**src/hdl/acf_pkg.sv**
```systemverilog
package acf_pkg;
   localparam int ACF_WORD_W = 10;
   localparam int ACF_FIFO_DEPTH = 8;
   // Raw comparator step code, 0..1023 in range
   localparam logic [9:0] ACF_FULL_SCALE = 10'h3ff;
   localparam logic [9:0] ACF_WORD_RST = 10'h000;
   localparam logic ACF_FLAG_RST = 1'b0;
   localparam int ACF_TOP_BIT = 9;
endpackage

```
**src/hdl/acf_formatter.sv**
```systemverilog
`timescale 1ns/1ns
module acf_formatter #(
   parameter int WORD_W = acf_pkg::ACF_WORD_W,
   parameter int DEPTH = acf_pkg::ACF_FIFO_DEPTH
) (
   input wire logic clock,
   input wire logic arst_n,
   input wire logic sample_strobe,
   input wire logic [acf_pkg::ACF_WORD_W-1:0] comparator_code,
   input wire logic upper_reference_sense,
   input wire logic top_bit_invert_select,
   input wire logic low_bits_invert_select,
   output logic [acf_pkg::ACF_WORD_W-1:0] conversion_word,
   output logic over_range,
   output logic word_valid,
   input wire logic word_ready,
   output logic strobe_ready
);
   import acf_pkg::*;

   // Comparator_code is the binary step number; upper_reference_sense high
   // means the input sits above the top sense voltage at this strobe.

   // Path: edge detect and latch, then FIFO, then output register.
   // With everything empty a word is offered three cycles after the edge.
   // The FIFO absorbs capture stalls at the cost of a fixed latency.
   typedef struct packed {
      logic strobe_d;
      logic [WORD_W-1:0] word;
      logic flag;
      logic valid;
      logic [WORD_W-1:0] out_word;
      logic out_flag;
      logic out_valid;
      logic ready;
   } acf_fmt_s;

   acf_fmt_s st;
   acf_fmt_s next_st;
   logic strobe_rise;
   logic [WORD_W-1:0] raw;
   logic [WORD_W-1:0] coded;
   logic f_in_ready;
   logic f_out_valid;
   logic f_out_ready;
   logic [WORD_W:0] f_out_data;

   assign strobe_rise = sample_strobe && !st.strobe_d;
   // Over range forces the raw step to full scale before coding
   assign raw = upper_reference_sense ? WORD_W'(ACF_FULL_SCALE) : comparator_code;
   // Top bit and low bits invert independently
   assign coded = {raw[ACF_TOP_BIT] ^ ~top_bit_invert_select ^ 1'b1,
      raw[ACF_TOP_BIT-1:0] ^ {(WORD_W-1){low_bits_invert_select}}};

   always_comb begin
      next_st = st;
      next_st.strobe_d = sample_strobe;
      next_st.valid = 1'b0;
      // One cycle late, so a strobe right after the last slot fills is lost
      next_st.ready = f_in_ready;
      if (strobe_rise) begin
         next_st.word = coded;
         next_st.flag = upper_reference_sense;
         next_st.valid = 1'b1;
      end
      // Output stage: registered so ports come straight from flops
      if (!st.out_valid || word_ready) begin
         next_st.out_valid = f_out_valid;
         if (f_out_valid) begin
            next_st.out_word = f_out_data[WORD_W-1:0];
            next_st.out_flag = f_out_data[WORD_W];
         end
      end
   end

   assign f_out_ready = !st.out_valid || word_ready;

   always_ff @(posedge clock or negedge arst_n) begin
      if (!arst_n) begin
         st <= '0;
      end else begin
         st <= next_st;
      end
   end

   // Back-pressure: a full FIFO drops a sample, reported via strobe_ready
   acf_fifo #(.WIDTH(WORD_W + 1), .DEPTH(DEPTH)) u_fifo (
      .clock(clock),
      .arst_n(arst_n),
      .in_valid(st.valid),
      .in_ready(f_in_ready),
      .in_data({st.flag, st.word}),
      .out_valid(f_out_valid),
      .out_ready(f_out_ready),
      .out_data(f_out_data)
   );

   assign conversion_word = st.out_word;
   assign over_range = st.out_flag;
   assign word_valid = st.out_valid;
   assign strobe_ready = st.ready;
endmodule

```
**src/hdl/acf_fifo.sv**
```systemverilog
`timescale 1ns/1ns
module acf_fifo #(
   parameter int WIDTH = 11,
   parameter int DEPTH = 8
) (
   input wire logic clock,
   input wire logic arst_n,
   input wire logic in_valid,
   output logic in_ready,
   input wire logic [WIDTH-1:0] in_data,
   output logic out_valid,
   input wire logic out_ready,
   output logic [WIDTH-1:0] out_data
);
   localparam int AW = $clog2(DEPTH);
   typedef struct packed {
      logic [AW-1:0] wr;
      logic [AW-1:0] rd;
      logic [AW:0] count;
   } acf_fifo_s;
   acf_fifo_s st;
   acf_fifo_s next_st;
   logic [WIDTH-1:0] mem [DEPTH];
   logic push;
   logic pop;

   assign in_ready = (st.count != (AW+1)'(DEPTH));
   assign out_valid = (st.count != '0);
   assign out_data = mem[st.rd];
   assign push = in_valid && in_ready;
   assign pop = out_valid && out_ready;

   always_comb begin
      next_st = st;
      if (push) begin
         next_st.wr = (st.wr == AW'(DEPTH-1)) ? '0 : st.wr + 1'b1;
      end
      if (pop) begin
         next_st.rd = (st.rd == AW'(DEPTH-1)) ? '0 : st.rd + 1'b1;
      end
      next_st.count = st.count + (AW+1)'(push) - (AW+1)'(pop);
   end

   always_ff @(posedge clock or negedge arst_n) begin
      if (!arst_n) begin
         st <= '0;
      end else begin
         st <= next_st;
      end
   end

   always_ff @(posedge clock) begin
      if (push) begin
         mem[st.wr] <= in_data;
      end
   end
endmodule

```
**config.mk**
```make
export PLATFORM = sky130hd
export DESIGN_NAME = acf_formatter
export DESIGN_NICKNAME = d
export VERILOG_FILES = /design/src/hdl/acf_pkg.sv /design/src/hdl/acf_formatter.sv /design/src/hdl/acf_fifo.sv
export SDC_FILE = /design/constraint.sdc
export NUM_CORES = 1
export LEC_CHECK = 0
export ABC_AREA = 1
export BUFFER_PORTS_ARGS = -buffer_cell sky130_fd_sc_hd__buf_2
export CORE_ASPECT_RATIO = 0.75
export CORE_MARGIN = 2
export CORE_UTILIZATION = 25
export CTS_CLUSTER_DIAMETER = 50
export DETAILED_ROUTE_END_ITERATION = 16
export SLEW_MARGIN = 20
export SYNTH_ARGS = -nofsm -noshare
export SYNTH_HDL_FRONTEND = slang
export SYNTH_HIERARCHICAL = 1
export SYNTH_SLANG_ARGS = --single-unit
```
**constraint.sdc**
```tcl
create_clock -name clock -period 2.2 [get_ports clock]
set_input_delay 0.11 -clock clock [delete_from_list [all_inputs] [get_ports clock]]
set_output_delay 0.11 -clock clock [all_outputs]
set_load 0.005 [all_outputs]
```
Yosys cells after proc, flatten, opt, wreduce, memory -nomap -nowiden
Memories as Yosys holds them, arrays and structs flattened. A register that Yosys moved wholly into a read port is not among the register bits.
Cells that the tools add are included.
W data, S select, Z words.
{"block": "totals", "ff_bits": 25, "latch_bits": 0, "mem_bits_rw": 88, "romBits": 0, "inputBits": 17, "output_inout_bits": 13, "word_cells": 36, "memories": 1}
{"block": "classes", "addsub": 4, "multipliers": 0, "div_mod_pow": 0, "order_cmp": 0, "eq_ne": 3, "n_shift": 0, "muxes": 6, "bitwise_logic": 4, "reduce_logical": 9}
{"memory": "u_fifo.mem", "depth": 8, "word_bits": 11, "read_ports": 1, "rd_ports_with_merged_regs": 1, "wr": 1, "line": "acf_fifo.sv:23", "text": "logic [WIDTH-1:0] mem [DEPTH];"}
{"operator": "$mux W10", "n": 1}
{"operator": "$xor A9 B9 Y9", "n": 1}
{"operator": "$add A3 B1 Y3 const B", "n": 2}
{"operator": "$eq A3 B3 Y1 const B", "n": 2}
{"operator": "$mux W3", "n": 2}
{"operator": "$add A4 B1 Y4", "n": 1}
{"operator": "$ne A4 B4 Y1 const B", "n": 1}
{"operator": "$reduce_bool A4 Y1", "n": 1}
{"operator": "$sub A4 B1 Y4", "n": 1}
{"operator": "$logic_and A1 B1 Y1", "n": 3}
{"operator": "$logic_not A1 Y1", "n": 3}
{"operator": "$mux W1", "n": 3}
{"operator": "$not A1 Y1", "n": 2}
{"operator": "$reduce_and A2 Y1", "n": 1}
{"operator": "$logic_or A1 B1 Y1", "n": 1}
{"operator": "$xor A1 B1 Y1", "n": 1}

Logic depth before layout (Yosys ltp)
{"block": "depth", "word_depth": 4, "depth_mapped": 11, "mapped_depth_nobuf": 11}

Hierarchy
The synthesis kept the hierarchy.
{"mod": "acf_fifo", "instances": 1, "cells_per_inst": 452, "area_each_um2": 4479.3, "seq_area_each_um2": 2892.8}
{"mod": "acf_formatter", "instances": 1, "cells_per_inst": 149, "area_each_um2": 1247.4, "seq_area_each_um2": 650.6}

Worst setup path before layout
Ideal clock, no wire load.
{"block": "synth_timing", "path_type": "reg-to-reg", "start": "reg u_fifo/st[2] (netlist name)", "end": "mem u_fifo.mem[0][0] (enable)", "setup_time_ns": 0.393, "arrival_time_ns": 1.698, "t_required_ns": 1.807, "setup_slack_ns": 0.109, "stages_incl_launch_ff": 7, "path_buffers": 1, "synth_period_minus_slack_ns": 2.091, "path_cell_list": "dfrtp_1 > inv_1 > ha_1 > nand3_2 > nand2_1 > buf_4 > nor3_1"}
{"block": "synth_between", "elab_chain_cells": 4}
{"item": "start: declaration", "line": "acf_fifo.sv:21", "text": "acf_fifo_s st;"}
{"item": "start signal: assignment", "line": "acf_fifo.sv:48", "text": "st <= next_st;"}
{"item": "$ne A4 B4 Y1", "line": "acf_fifo.sv:27", "text": "assign in_ready = (st.count != (AW+1)'(DEPTH));"}
{"item": "net f_in_ready", "line": "acf_formatter.sv:43", "text": "logic f_in_ready;"}
{"item": "$logic_and A1 B1 Y1", "line": "acf_fifo.sv:30", "text": "assign push = in_valid && in_ready;"}
{"item": "$mux W1", "line": "acf_fifo.sv:53", "text": "if (push) begin"}
{"item": "$mux W1 (implied by the code)", "line": "acf_fifo.sv:54", "text": "mem[st.wr] <= in_data;"}
{"item": "end: declaration", "line": "acf_fifo.sv:23"}
The timed path passes the listed nets, and every way through them passes these cells.

==> flow_metrics.tcl <==
set metrics [dict create \
    worst_pin_slew_ps 890 \
    initial_core_util 0.257 \
    p_leak_nw 3.18 \
    max_freq_mhz 486 \
    cts_root_buffer "clkbuf_16" \
    io_buffers 29 \
    synth_area_per_cell_um2 9.53 \
    synth.largest_area_cell "edfxtp_1" \
    ys_top_cells_by_area "edfxtp_1 (46%), dfrtp_1 (16%), nand2_1 (14%), inv_1 (6.8%), nand3_1 (5.9%)" \
    firstDrtPassIters 5 \
    path_cells "inv_1, ha_1, nand3_1, nand2_1, inv_1, ha_1, inv_1, ha_1, fa_1, xor2_1" \
    clock_skew_ps 13.9 \
    fin_ws_ps 143 \
    dp.cells 904 \
    nNetsFinal 668 \
    setup_tns_ps 0 \
    antenna_cells 0 \
    clkSinkCount 124 \
    synthCells 601 \
    min-delay-start "comparator_code[4]" \
    multi_input_area_um2 1510 \
    cp.required_ps 2490 \
    globalplace.congestion 0.741 \
    layout_worst_path_cycle_share 0.935 \
    ir_worst_vdd_uv 572 \
    layout.area.seq_um2 3540 \
    slowest_delay_ps 380 \
    die_width_um 179 \
    synth_seq_cells 124 \
    maxSlewViolCount 0 \
    critPathLaunch "u_fifo/st[2]" \
    overflow 0 \
    cts_max_path_buffers 2 \
    clkLatencyLatePin_ps 420 \
    cap_violations 0 \
    finalCriticalPeriod_ps 2060 \
    path_clk_slew_ps 60 \
    grt_first_pass_wirelength_um 20600 \
    arrival_ps 2350 \
    globalRouteTotalUtil 0.113 \
    critPathKind "register to register" \
    std_cell_rows 47 \
    r2r_slack_ps 140 \
    first_iter_violations 349 \
    hold_viol 0 \
    stdcell_count 947 \
    cts_made_buffers 17 \
    setup_viol 0 \
    end_kind "register" \
    fillers 2297 \
    fp.dieH_um 135 \
    via_per_inst 4.07 \
    htree_levels 4 \
    area_growth_pct 18.0 \
    post_cts_buffers 0 \
    core_um2 22300 \
    grt_max_degree 46 \
    fin_util 0.303 \
    wl_per_cell_um 13.3 \
    vias 3856 \
    grt_antenna_before_repair 0 \
    yosysSeqAreaShare 0.619 \
    cp_max_fo 7 \
    synth_nets 629 \
    r2r_start "u_fifo/st[2]" \
    synth_top_area_frac 0.461 \
    hpwl_um 8040 \
    synth_warnings 6 \
    power_density_nw_per_um2 1230 \
    rsz0062_at_grt "no" \
    ios 30 \
    crit_path_start_kind "register" \
    synth_cell_types 22 \
    layout-drive-gt1-share 0.123 \
    total_power_mw 8.34 \
    pre_cts_ws_ps 149 \
    drc 0 \
    syn-cell-area_um2 5730 \
    wl_um 12600 \
    slowest_stage "fa_1" \
    min_path_type "primary input to register" \
    grt_pass1_vias 3809 \
    cts_tree "yes" \
    drtAntennaViolNets 0 \
    dieArea_um2 24100 \
    status "complete, no violations" \
    max_slew_margin 0.407 \
]
[report_power, final]
part | switching, mW | leakage, nW | internal [mW]
Sequential | 0.276 | 1.24 | 2.93
Clock | 0.985 | 0.282 | 1.66
Combinational | 1.65 | 1.66 | 0.837
Total | 2.91 | 3.18 | 5.42
[layer usage]
metal,GRT usage,vias to the layer above,part of all wire,routed length [um]
met5,0,-,0,0
met4,0.0366,0,0.0052,66
met3,0.0301,7,0.065,823
met2,0.154,103,0.41,5190
met1,0.171,1792,0.52,6530
li1,-,1954,-,-
[placed cells by master, fill, tap and decap left out, types with 3 or more instances in the layout]
cell,instances
inv_2,3
clkbuf_1,3
nand2_1,215
ha_1,10
clkbuf_16,17
o21ai_1,9
clkinv_2,5
buf_2,29
o21ai_0,5
nand3_1,68
nor3_1,8
inv_1,104
buf_4,13
dfrtp_1,36
edfxtp_1,88
dlygate4sd3_1,11
nor2_1,11
clkbuf_8,4
[layout make-up]
type,instances,share of cell area
timing repair buffer,54,0.0552
clock buffer,24,0.0728
clock inverter,8,0.00963
inverter,108,0.0604
sequential,124,0.524
tap,294,0.0544
multi-input combinational,335,0.223
[worst max-delay path, delay by kind of cell, from the launching register on]
family | cells | cell delay [ps]
DFF | 1 | 360
xor gates and xnor gates | 1 | 150
buffers and inverters | 3 | 240
adders and majority gates | 4 | 1030
and+or+nand+nor | 2 | 180
[timing repair]
action	in CTS	in global routing
gates resized for setup	0	0
hold endpoints to repair	45	0
hold buffers	11	0
[cells in the mapped netlist (all sizes together)]
cell type  number
nand2         217
inv           108
edfxtp         88
nand3          69
dfrtp          36
buf            34
o21ai          15
nor2           12
ha             10
nor3            8
xor2            2
a21oi           1
fa              1
[kinds of logic (layout without fill, tap and decap cells)]
logic type,after synthesis,count (layout),share of synthesized area
buffers and inverters,142,194,0.118
flip-flops,124,124,0.619
adder cells (fa/ha/maj),11,11,0.0253
AO/OA/AOI/OAI,16,16,0.0146
AND/OR/NAND/NOR,306,306,0.220
XOR/XNOR,2,2,0.00306
[through the flow]
step                cell area, um2  hold slack (ps)
finish                        6760             19.8
global route                  6760             50.2
CTS                           6760             11.4
detailed placement            6090              238
global placement              6090              235
floorplan                     5730             -186
[state kept, by name, indices dropped and copies added, names as in the netlist]
| register | count |
|---|---|
| u_fifo/st | 10 |
| word_valid | 1 |
| conversion_word | 10 |
| u_fifo/mem | 88 |
| st | 13 |
| over_range | 1 |
| strobe_ready | 1 |
[final timing paths]
kind,end,cells after the start
hold reg to reg,conversion_word[7],2
hold / removal,st[19],4
setup reg to reg,u_fifo/st[2],10
max in group asynchronous,u_fifo/st[6],2
setup / recovery,u_fifo/st[2],10
min in group asynchronous,st[25],2
No activity file was read; power rests on OpenSTA's default activity.
